--- src/ilc_pkg.sv ---
package ilc_pkg;

	// printed offsets are register indices (not multiples of four)
	localparam logic [15:0] ILC_IDX_SRC_CFG  = 16'h0460;
	localparam logic [15:0] ILC_IDX_TERM     = 16'h0461;
	localparam logic [31:0] ILC_ADDR_SRC_CFG = 32'h0000_1180;
	localparam logic [31:0] ILC_ADDR_TERM    = 32'h0000_1184;
	// own choice: status register for the block state
	localparam logic [31:0] ILC_ADDR_STATUS  = 32'h0000_1188;
	localparam logic [31:0] ILC_ADDR_MGMT1   = 32'h0000_0004;

	localparam logic [15:0] ILC_SRC_CFG_RST  = 16'h2610;
	localparam logic [15:0] ILC_TERM_RST     = 16'h0410;

	localparam int ILC_RATE_LSB = 12;
	localparam int ILC_SEL2_LSB = 8;
	localparam int ILC_SEL1_LSB = 4;
	localparam int ILC_SEL0_LSB = 0;
	localparam int ILC_TERM_LSB = 1;

	localparam int ILC_CLK_MHZ   = 250;
	localparam int ILC_BLINK_MS0 = 50;
	localparam int ILC_BLINK_MS1 = 100;
	localparam int ILC_BLINK_MS2 = 200;
	localparam int ILC_BLINK_MS3 = 500;
	localparam int ILC_MS_CYC    = ILC_CLK_MHZ * 1000;

	localparam logic [3:0] ILC_SEL_LINK      = 4'h0;
	localparam logic [3:0] ILC_SEL_LINK_ACT  = 4'h1;
	localparam logic [3:0] ILC_SEL_LINK_TX   = 4'h2;
	localparam logic [3:0] ILC_SEL_LINK_MST  = 4'h4;
	localparam logic [3:0] ILC_SEL_LINK_SLV  = 4'h5;
	localparam logic [3:0] ILC_SEL_ACT       = 4'h6;
	localparam logic [3:0] ILC_SEL_LINK_LOST = 4'h9;
	localparam logic [3:0] ILC_SEL_PRBS      = 4'ha;

	typedef struct packed {
		logic link_up;
		logic is_master;
		logic tx_act;
		logic rx_act;
		logic prbs_err;
		logic prbs_clr;
	} ilc_phy_st_t;

endpackage : ilc_pkg

--- src/ilc_indicator.sv ---
`timescale 1ns/100ps
module ilc_indicator #(
	parameter int BLINK_MS0 = ilc_pkg::ILC_BLINK_MS0,
	parameter int BLINK_MS1 = ilc_pkg::ILC_BLINK_MS1,
	parameter int BLINK_MS2 = ilc_pkg::ILC_BLINK_MS2,
	parameter int BLINK_MS3 = ilc_pkg::ILC_BLINK_MS3,
	parameter int MS_CYC    = ilc_pkg::ILC_MS_CYC
) (
	input  wire logic                 sys_clk,            // 250 MHz
	input  wire logic                 reset,              // sync, high
	input  wire logic [31:0]          s_axi_awaddr,       // write address
	input  wire logic                 s_axi_awvalid,      // write addr valid
	output logic                      s_axi_awready,      // write addr ready
	input  wire logic [31:0]          s_axi_wdata,        // write data
	input  wire logic [3:0]           s_axi_wstrb,        // byte enables
	input  wire logic                 s_axi_wvalid,       // write data valid
	output logic                      s_axi_wready,       // write data ready
	output logic [1:0]                s_axi_bresp,        // write response
	output logic                      s_axi_bvalid,       // write resp valid
	input  wire logic                 s_axi_bready,       // write resp ready
	input  wire logic [31:0]          s_axi_araddr,       // read address
	input  wire logic                 s_axi_arvalid,      // read addr valid
	output logic                      s_axi_arready,      // read addr ready
	output logic [31:0]               s_axi_rdata,        // read data
	output logic [1:0]                s_axi_rresp,        // read response
	output logic                      s_axi_rvalid,       // read data valid
	input  wire logic                 s_axi_rready,       // read data ready
	input  wire ilc_pkg::ilc_phy_st_t phy_st,             // phy status, same clock
	input  wire logic                 mgmt1_read,         // pulse: mgmt reg 1 read
	output logic                      indicator_out_a,    // indicator a
	output logic                      indicator_out_b,    // indicator b
	output logic                      indicator_out_c,    // indicator c
	output logic [3:0]                termination_setting // rx pin termination
);
	import ilc_pkg::*;

	logic [15:0] src_cfg_q;
	logic [15:0] term_q;
	logic        aw_held_q, w_held_q;
	logic [31:0] awaddr_q, wdata_q;
	logic [3:0]  wstrb_q;
	logic        link_lost_q, link_prev_q, prbs_q;
	logic [31:0] blink_cnt_q;
	logic        blink_q;
	logic [31:0] blink_lim;
	logic        do_write, unmapped_w;
	logic [2:0]  ind_q;

	// write channel: address and data accepted independently
	assign s_axi_awready = !aw_held_q && !s_axi_bvalid;
	assign s_axi_wready  = !w_held_q && !s_axi_bvalid;
	assign do_write      = aw_held_q && w_held_q && !s_axi_bvalid;
	assign unmapped_w    = awaddr_q != ILC_ADDR_SRC_CFG && awaddr_q != ILC_ADDR_TERM;

	always_ff @(posedge sys_clk)
	begin
		if (reset)
		begin
			aw_held_q <= 1'b0;
			w_held_q  <= 1'b0;
			awaddr_q  <= 32'h0;
			wdata_q   <= 32'h0;
			wstrb_q   <= 4'h0;
		end
		else
		begin
			if (s_axi_awvalid && s_axi_awready)
			begin
				aw_held_q <= 1'b1;
				awaddr_q  <= s_axi_awaddr;
			end
			else if (do_write)
				aw_held_q <= 1'b0;
			if (s_axi_wvalid && s_axi_wready)
			begin
				w_held_q <= 1'b1;
				wdata_q  <= s_axi_wdata;
				wstrb_q  <= s_axi_wstrb;
			end
			else if (do_write)
				w_held_q <= 1'b0;
		end
	end

	always_ff @(posedge sys_clk)
	begin
		if (reset)
		begin
			s_axi_bvalid <= 1'b0;
			s_axi_bresp  <= 2'h0;
		end
		else if (do_write)
		begin
			s_axi_bvalid <= 1'b1;
			s_axi_bresp  <= unmapped_w ? 2'h2 : 2'h0;
		end
		else if (s_axi_bready)
			s_axi_bvalid <= 1'b0;
	end

	function automatic logic [15:0] ilc_merge(input logic [15:0] old, input logic [31:0] d,
		input logic [3:0] be);
		logic [15:0] r;
		r = old;
		if (be[0])
			r[7:0] = d[7:0];
		if (be[1])
			r[15:8] = d[15:8];
		return r;
	endfunction : ilc_merge

	always_ff @(posedge sys_clk)
	begin
		if (reset)
		begin
			src_cfg_q <= ILC_SRC_CFG_RST;
			term_q    <= ILC_TERM_RST;
		end
		else if (do_write)
		begin
			if (awaddr_q == ILC_ADDR_SRC_CFG)
				src_cfg_q <= ilc_merge(src_cfg_q, wdata_q, wstrb_q);
			if (awaddr_q == ILC_ADDR_TERM)
				term_q <= ilc_merge(term_q, wdata_q, wstrb_q);
		end
	end

	assign termination_setting = term_q[ILC_TERM_LSB +: 4];

	// read channel: one-cycle answer after address taken
	assign s_axi_arready = !s_axi_rvalid;

	always_ff @(posedge sys_clk)
	begin
		if (reset)
		begin
			s_axi_rvalid <= 1'b0;
			s_axi_rdata  <= 32'h0;
			s_axi_rresp  <= 2'h0;
		end
		else if (s_axi_arvalid && s_axi_arready)
		begin
			s_axi_rvalid <= 1'b1;
			s_axi_rresp  <= 2'h0;
			case (s_axi_araddr)
				ILC_ADDR_SRC_CFG: s_axi_rdata <= {16'h0, src_cfg_q};
				ILC_ADDR_TERM:    s_axi_rdata <= {16'h0, term_q};
				ILC_ADDR_STATUS:  s_axi_rdata <= {26'h0, blink_q, prbs_q, link_lost_q, ind_q};
				default:
				begin
					s_axi_rdata <= 32'h0;
					s_axi_rresp <= 2'h2;
				end
			endcase
		end
		else if (s_axi_rready)
			s_axi_rvalid <= 1'b0;
	end

	// sticky event flags; the set wins over the clear
	always_ff @(posedge sys_clk)
	begin
		if (reset)
		begin
			link_prev_q <= 1'b0;
			link_lost_q <= 1'b0;
			prbs_q      <= 1'b0;
		end
		else
		begin
			link_prev_q <= phy_st.link_up;
			if (link_prev_q && !phy_st.link_up)
				link_lost_q <= 1'b1;
			else if (mgmt1_read)
				link_lost_q <= 1'b0;
			if (phy_st.prbs_err)
				prbs_q <= 1'b1;
			else if (phy_st.prbs_clr)
				prbs_q <= 1'b0;
		end
	end

	// blink timer: one toggle per half period, so a full on/off cycle matches the rate;
	// a shorter period wraps at once, a longer one extends the running count
	always_comb
	begin
		case (src_cfg_q[ILC_RATE_LSB +: 2])
			2'h0:    blink_lim = 32'(BLINK_MS0 * MS_CYC / 2);
			2'h1:    blink_lim = 32'(BLINK_MS1 * MS_CYC / 2);
			2'h2:    blink_lim = 32'(BLINK_MS2 * MS_CYC / 2);
			default: blink_lim = 32'(BLINK_MS3 * MS_CYC / 2);
		endcase
	end

	always_ff @(posedge sys_clk)
	begin
		if (reset)
		begin
			blink_cnt_q <= 32'h0;
			blink_q     <= 1'b0;
		end
		else if (blink_cnt_q >= blink_lim - 32'h1)
		begin
			blink_cnt_q <= 32'h0;
			blink_q     <= !blink_q;
		end
		else
			blink_cnt_q <= blink_cnt_q + 32'h1;
	end

	function automatic logic ilc_src(input logic [3:0] sel, input ilc_phy_st_t st,
		input logic blink, input logic lost, input logic perr);
		logic act;
		act = st.tx_act || st.rx_act;
		case (sel)
			ILC_SEL_LINK:      ilc_src = st.link_up;
			ILC_SEL_LINK_ACT:  ilc_src = st.link_up && !(act && blink);
			ILC_SEL_LINK_TX:   ilc_src = st.link_up && !(st.tx_act && blink);
			ILC_SEL_LINK_MST:  ilc_src = st.link_up && st.is_master;
			ILC_SEL_LINK_SLV:  ilc_src = st.link_up && !st.is_master;
			ILC_SEL_ACT:       ilc_src = act && blink;
			ILC_SEL_LINK_LOST: ilc_src = lost;
			ILC_SEL_PRBS:      ilc_src = perr;
			default:           ilc_src = 1'b0;
		endcase
	endfunction : ilc_src

	always_ff @(posedge sys_clk)
	begin
		if (reset)
			ind_q <= 3'h0;
		else
		begin
			ind_q[0] <= ilc_src(src_cfg_q[ILC_SEL0_LSB +: 4], phy_st, blink_q,
				link_lost_q, prbs_q);
			ind_q[1] <= ilc_src(src_cfg_q[ILC_SEL1_LSB +: 4], phy_st, blink_q,
				link_lost_q, prbs_q);
			ind_q[2] <= ilc_src(src_cfg_q[ILC_SEL2_LSB +: 4], phy_st, blink_q,
				link_lost_q, prbs_q);
		end
	end

	assign indicator_out_a = ind_q[0];
	assign indicator_out_b = ind_q[1];
	assign indicator_out_c = ind_q[2];
endmodule : ilc_indicator

--- config.mk ---
export PLATFORM = sky130hd
export DESIGN_NAME = ilc_indicator
export DESIGN_NICKNAME = d
export VERILOG_FILES = /design/src/ilc_pkg.sv /design/src/ilc_indicator.sv
export SDC_FILE = /design/constraint.sdc
export NUM_CORES = 1
export LEC_CHECK = 0
export BUFFER_PORTS_ARGS = -buffer_cell sky130_fd_sc_hd__buf_4
export CORE_MARGIN = 5
export CORE_UTILIZATION = 55
export CTS_BUF_LIST = sky130_fd_sc_hd__clkbuf_8
export DETAILED_ROUTE_END_ITERATION = 6
export GPL_ROUTABILITY_DRIVEN = 1
export PLACE_DENSITY = 0.82
export SYNTH_ARGS = -nofsm -noshare
export SYNTH_HDL_FRONTEND = slang
export SYNTH_SLANG_ARGS = --single-unit
--- constraint.sdc ---
create_clock -name sys_clk -period 3.1 [get_ports sys_clk]
set_input_delay 0.62 -clock sys_clk [delete_from_list [all_inputs] [get_ports sys_clk]]
set_output_delay 0.62 -clock sys_clk [all_outputs]
set_load 0.03 [all_outputs]
# Yosys cells after proc, flatten, opt, wreduce, memory -nomap -nowiden
# Cells that the tools add are included.
# word_totals
wordCells	112
ff_bits	161
in_bits	114
# classes
mux	18
add_sub_neg	2
n_lt_le_gt_ge	1
n_eq_ne	30
n_reduce_logical	41
# op_table
cell	n
equality test 32 x 13 -> 1 bit (second input constant)	5
one-hot mux 26 bit (3 select lines)	1
!= test 32 x 13 -> 1 bit (second input constant)	2
one-hot mux 16 bit (3 select lines)	1
equality test 4 x 3 -> 1 bit (second input constant)	9
adder 32 x 1 -> 32 bit (second input constant)	1
greater-or-equal comparator 32 bit	1
subtractor 32 x 1 -> 32 bit (second input constant)	1
equality test 4 bit (second input constant)	6
one-hot mux 1 bit (8 select lines)	3
logical AND 1 bit	15
equality test 4 x 1 -> 1 bit (second input constant)	3
equality test 4 x 2 -> 1 bit (second input constant)	3
zero test 4 bit	3
AND reduction 3 bit	4
nonzero test 2 bit	6
two-way mux 1 bit	11
zero test 1 bit	9
two-way mux 2 bit	2
OR reduction 3 bit	1
equality test 2 x 1 -> 1 bit (second input constant)	1
equality test 2 bit (second input constant)	1
zero test 2 bit	1
OR reduction 2 bit	1
logical OR 1 bit	1

# Longest topological paths before layout
# logic_depth
depth_word	5
ltp_mapped	10
mapped_depth_nobuf	9

# Worst setup path after synthesis
# No wires, ideal clock.
# synth_path
path_kind	reg-to-reg
start	register src_cfg_q[12]
end	register blink_cnt_q[19]
period_less_slack_ns	2.376
required_time_ns	2.972
arrival_time_ns	2.249
path_buffers	1
slack_ns	0.724
path_stages_with_launch	11
path_cell_list	dfxtp_1 > inv_1 > nor2_1 > inv_1 > ha_1 > nand3_1 > nor4_1 > a32oi_1 > nand4b_1 > clkbuf_1 > nor2_1
# synth_between
elab_chain_cells	5
elab_cells_between_ends	7
cone_classes	add/sub (1); order compare (1); eq/ne (2); mux (1); reduce/logical (2)
# synth_rtl
element	line_no	text
start: declaration	ilc_indicator.sv:37	logic [15:0] src_cfg_q;
start signal: assignment	ilc_indicator.sv:122	src_cfg_q <= ilc_merge(src_cfg_q, wdata_q, wstrb_q);
equality test 2 bit, or another cell as far along	ilc_indicator.sv:187	case (src_cfg_q[ILC_RATE_LSB +: 2])
one-hot mux 26 bit (3 select lines) *	ilc_indicator.sv:187	
subtractor 32 x 1 -> 32 bit *	ilc_indicator.sv:202	else if (blink_cnt_q >= blink_lim - 32'h1)
greater-or-equal comparator 32 bit *	ilc_indicator.sv:202	
OR reduction 2 bit (no source line) *	n/a	
end signal: assignment	ilc_indicator.sv:208	blink_cnt_q <= blink_cnt_q + 32'h1;
end: declaration	ilc_indicator.sv:43	logic [31:0] blink_cnt_q;
# Every way passes the cells marked *; elsewhere a longest branch is shown, timed or not.
# A chain may end at the register's enable or synchronous reset.

# Worst setup path after layout
# layout_path
start	register src_cfg_q[13]
end	register blink_cnt_q[16]
# Same word-level chain as after synthesis.

==> key figures <==
CTS
  – Clock sinks: approximately 140
  – Worst-Skew Late Latency: 0.45 ns
  – Hold_buf cts: 0
  – CTS tree: yes
  – Reg clk slew, reported paths: around 0.080 ns
  – Root Buffer: clkbuf_8
  – Post_cts resized: 0
  – Htree depth: 4
  – Clk buf depth: 2
  – CTS buffer count: 17
  – Setup Buffers After CTS: 0

Detailed routing
  – WL/cell: 14.3 µm
  – Initial drt markers: 448
  – DRT antenna net count: 0
  – Drt pass-1 iters: 5
  – Post-route DRC: 0
  – Routed WL: approximately 15,000 µm
  – Vias: ~5,600
  – Vias per cell: 5.40

Layout
  – Nets@finish: 1,023
  – Diodes inserted: 0
  – Share of cells above drive strength 1: about a fifth
  – Final instance area: 7740 µm²
  – Area delta synth->final: 21.0%

Logic synthesis
  – Top cells by count, synth: dfxtp_1, nand2_1, a21oi_1
  – Post-synth top area share: 44.8%
  – Number of synthesized flops with an enable pin: 0
  – Yosys top cell by area: dfxtp_1
  – Adder-cell area share of the yosys netlist: between 3 and 4%
  – Most common cell in the synthesized netlist: dfxtp_1
  – Ys async rst share: 0%
  – Netlist cell types: 50
  – Multiplexer area fraction after synthesis: 3.03%
  – Syn avg cell area: 8.28 µm²
  – Post-Synth Simple-Gate Area: 22.7%
  – Yosys warns: 0
  – Largest cells by area after synthesis: dfxtp_1, nand2_1, a21oi_1
  – Sequential area share after synthesis: between 40 and 50%
  – Mapped Area: ~6400 µm²
  – Compound-Gate Fraction of Synth Area: 15.8%
  – Post-synth top flop: dfxtp_1
  – Main combinational cell family by area after synthesis: simple AND/OR/NAND/NOR gates
  – Post-Synth XOR/XNOR Area: between 3 and 4%
  – Cells after synthesis: 772
  – Yosys reg bits: 143

Floorplanning
  – Initial cell density of the core: 56.0%
  – Die width: around 120 µm
  – Row count: 39
  – Die Outline Area: 13,900 µm²
  – Core ar.: 11,400 µm²
  – IO Count: 162
  – Die height: between 100 and 150 µm

Global routing
  – Largest net degree at the start of global routing: 60
  – Vias in the first global route: ~5,300
  – Initial antenna violation count: 0
  – Met2 usage: 33.5%
  – Total GRT Usage: between 20 and 25%
  – Routing usage on met1: 27.5%
  – M3 GR Usage: 6.92%
  – Grt total ovfl: 0
  – First-pass GRT wire length: 25,000 µm
  – GRT Max-Usage Layer: met2

Critical path
  – Stages on the worst setup path: 10
  – Slowest cell on crit path: dfxtp_1
  – Buf/Inv on CP: 3
  – CP max FO: 14
  – WP data arrival: 2.87 ns
  – CP endpoint kind: register
  – Crit path largest cell delay: 0.45 ns
  – Startpoint class of the critical path: register
  – Worst R2R Start: src_cfg_q[13]
  – Crit path max-delay family: simple AND/OR/NAND/NOR gates
  – CP required: 3.44 ns
  – R2R Setup Slk: 0.57 ns
  – CP Launch Point: src_cfg_q[13]
  – Worst-path cell chain: inv_1, nor2_1, inv_1, ha_1, nand3_1, nor4_1, a32oi_1, nand4b_1, buf_4, nor2_1
  – Setup CP Type: register to register
  – Worst Setup EP: blink_cnt_q[16]
  – Reg-to-reg critical path endpoint: blink_cnt_q[16]
  – Reg2Reg Depth: 10

STA
  – Hold Worst Slack: 0.362 ns
  – Worst Clk Skew: approximately 0.011 ns
  – Fmax: 395 MHz
  – Final number of max-transition violations: 0
  – Setup violators final: 0
  – RSZ-0062 raised after global routing: no
  – Relative slew slack: 54.4%
  – Slew @ Worst Pin: 0.683 ns
  – Min cycle time layout: around 2.5 ns
  – Final Hold Fails: 0
  – Post-route setup TNS: 0 ns
  – Period utilisation layout: 81.7%

Job
  – Max Cap Viol: 0

Placed design
  – Routability-driven placement congestion ratio: between 0.9 and 1
  – IO buf count: around 130
  – Post-DP Area: 7350 µm²
  – Placed wire-length estimate: approximately 11,000 µm

Power
  – Leakage power: 3.09 nW
  – Power, Total: ~3.7 mW
  – VDD IR max: 0.355 mV
  – PwrDens: 484 nW/µm²

Outcome
  – Status: finished, final reports clean

Min path
  – Worst min path class: primary input to register
==> metal layers <==
metal  vias to the layer above  share of wire [%]
li1                       2879                  -
met1                      2552                 44
met2                       172                 46
met3                        26                7.8
met4                         0                1.8
met5                         -                  0
==> cell families after synthesis <==
| family | count (synthesis) |
|---|---|
| AOI/OAI and AO/OA | 180 |
| xor gates and xnor gates | 25 |
| adders and majority gates | 20 |
| buffers and inverters | 79 |
| DFF | 143 |
| muxes | 19 |
| other | 2 |
| and+or+nand+nor | 304 |
==> cell usage in the layout, fill, tap and decap left out, types with 6 or more instances in the layout <==
cell type / instances
a21oi_1: 93
o21ai_0: 48
nand2_1: 132
dfxtp_1: 143
xnor2_1: 8
nand4_1: 16
ha_1: 20
o22ai_1: 6
mux2i_1: 16
clkbuf_8: 18
buf_4: 136
nor4_1: 14
and3_1: 6
nor2b_1: 6
clkinvlp_4: 6
a22oi_1: 8
conb_1: 25
nand3_1: 39
xor2_1: 17
nor3_1: 8
a311o_1: 8
nor2_1: 53
inv_1: 18
==> worst register-to-register path, cell delays in order (launching register included) <==
cell and delay, ns:
dfxtp_1 0.45, inv_1 0.16, nor2_1 0.23, inv_1 0.10, ha_1 0.30, nand3_1 0.11
nor4_1 0.40, a32oi_1 0.22, nand4b_1 0.18, buf_4 0.22, nor2_1 0.07
==> stage by stage <==
| step | util, % | worst slack [ns] | std cells |
|---|---|---|---|
| 2_1_floorplan | - | 0.724 | 795 |
| 3_3_place_gp | 64.4 | 0.745 | 1013 |
| 3_5_place_dp | 64.4 | 0.638 | 1013 |
| 4_1_cts | 67.8 | 0.586 | 1043 |
| 5_1_grt | 67.8 | 0.369 | 1043 |
| 6_report | 67.8 | 0.566 | 1043 |
==> flip-flops by register name (all words and copies together) (netlist names) <==
signal        flops
awaddr_q         32
blink_cnt_q      32
s_axi_bvalid      1
blink_q           1
aw_held_q         1
prbs_q            1
s_axi_rresp       1
s_axi_rdata      16
ind_q             3
wstrb_q           2
s_axi_bresp       1
src_cfg_q        16
w_held_q          1
wdata_q          16
link_prev_q       1
s_axi_rvalid      1
link_lost_q       1
term_q           16
==> area by class of cell <==
class	count	area (µm²)
fillers	987	3680
multi-input cells	573	3220
flip-flops and latches	143	2860
repair buffers	136	1020
clock buffers	18	248
well taps	143	179
clock inverters	12	140
inverters	18	67.6
==> power by group <==
group | internal (mW) | total, mW | switching (mW)
Sequential | 1.89 | 1.94 | 0.0471
Combinational | 0.159 | 0.369 | 0.210
Clock | 0.730 | 1.44 | 0.705
==> worst min-delay path by stage <==
stage	startpoint	endpoint	depth (start not counted)	slack, ns
after CTS	s_axi_rready	s_axi_rvalid	2	0.34
after floorplan	blink_cnt_q[0]	blink_cnt_q[0]	1	0.42
after global routing	s_axi_rready	s_axi_rvalid	2	0.35
after global placement	blink_cnt_q[0]	blink_cnt_q[0]	1	0.43
after detailed placement	blink_cnt_q[0]	blink_cnt_q[0]	1	0.44
final	s_axi_rready	s_axi_rvalid	2	0.36
No activity file was read; power rests on OpenSTA's default activity.
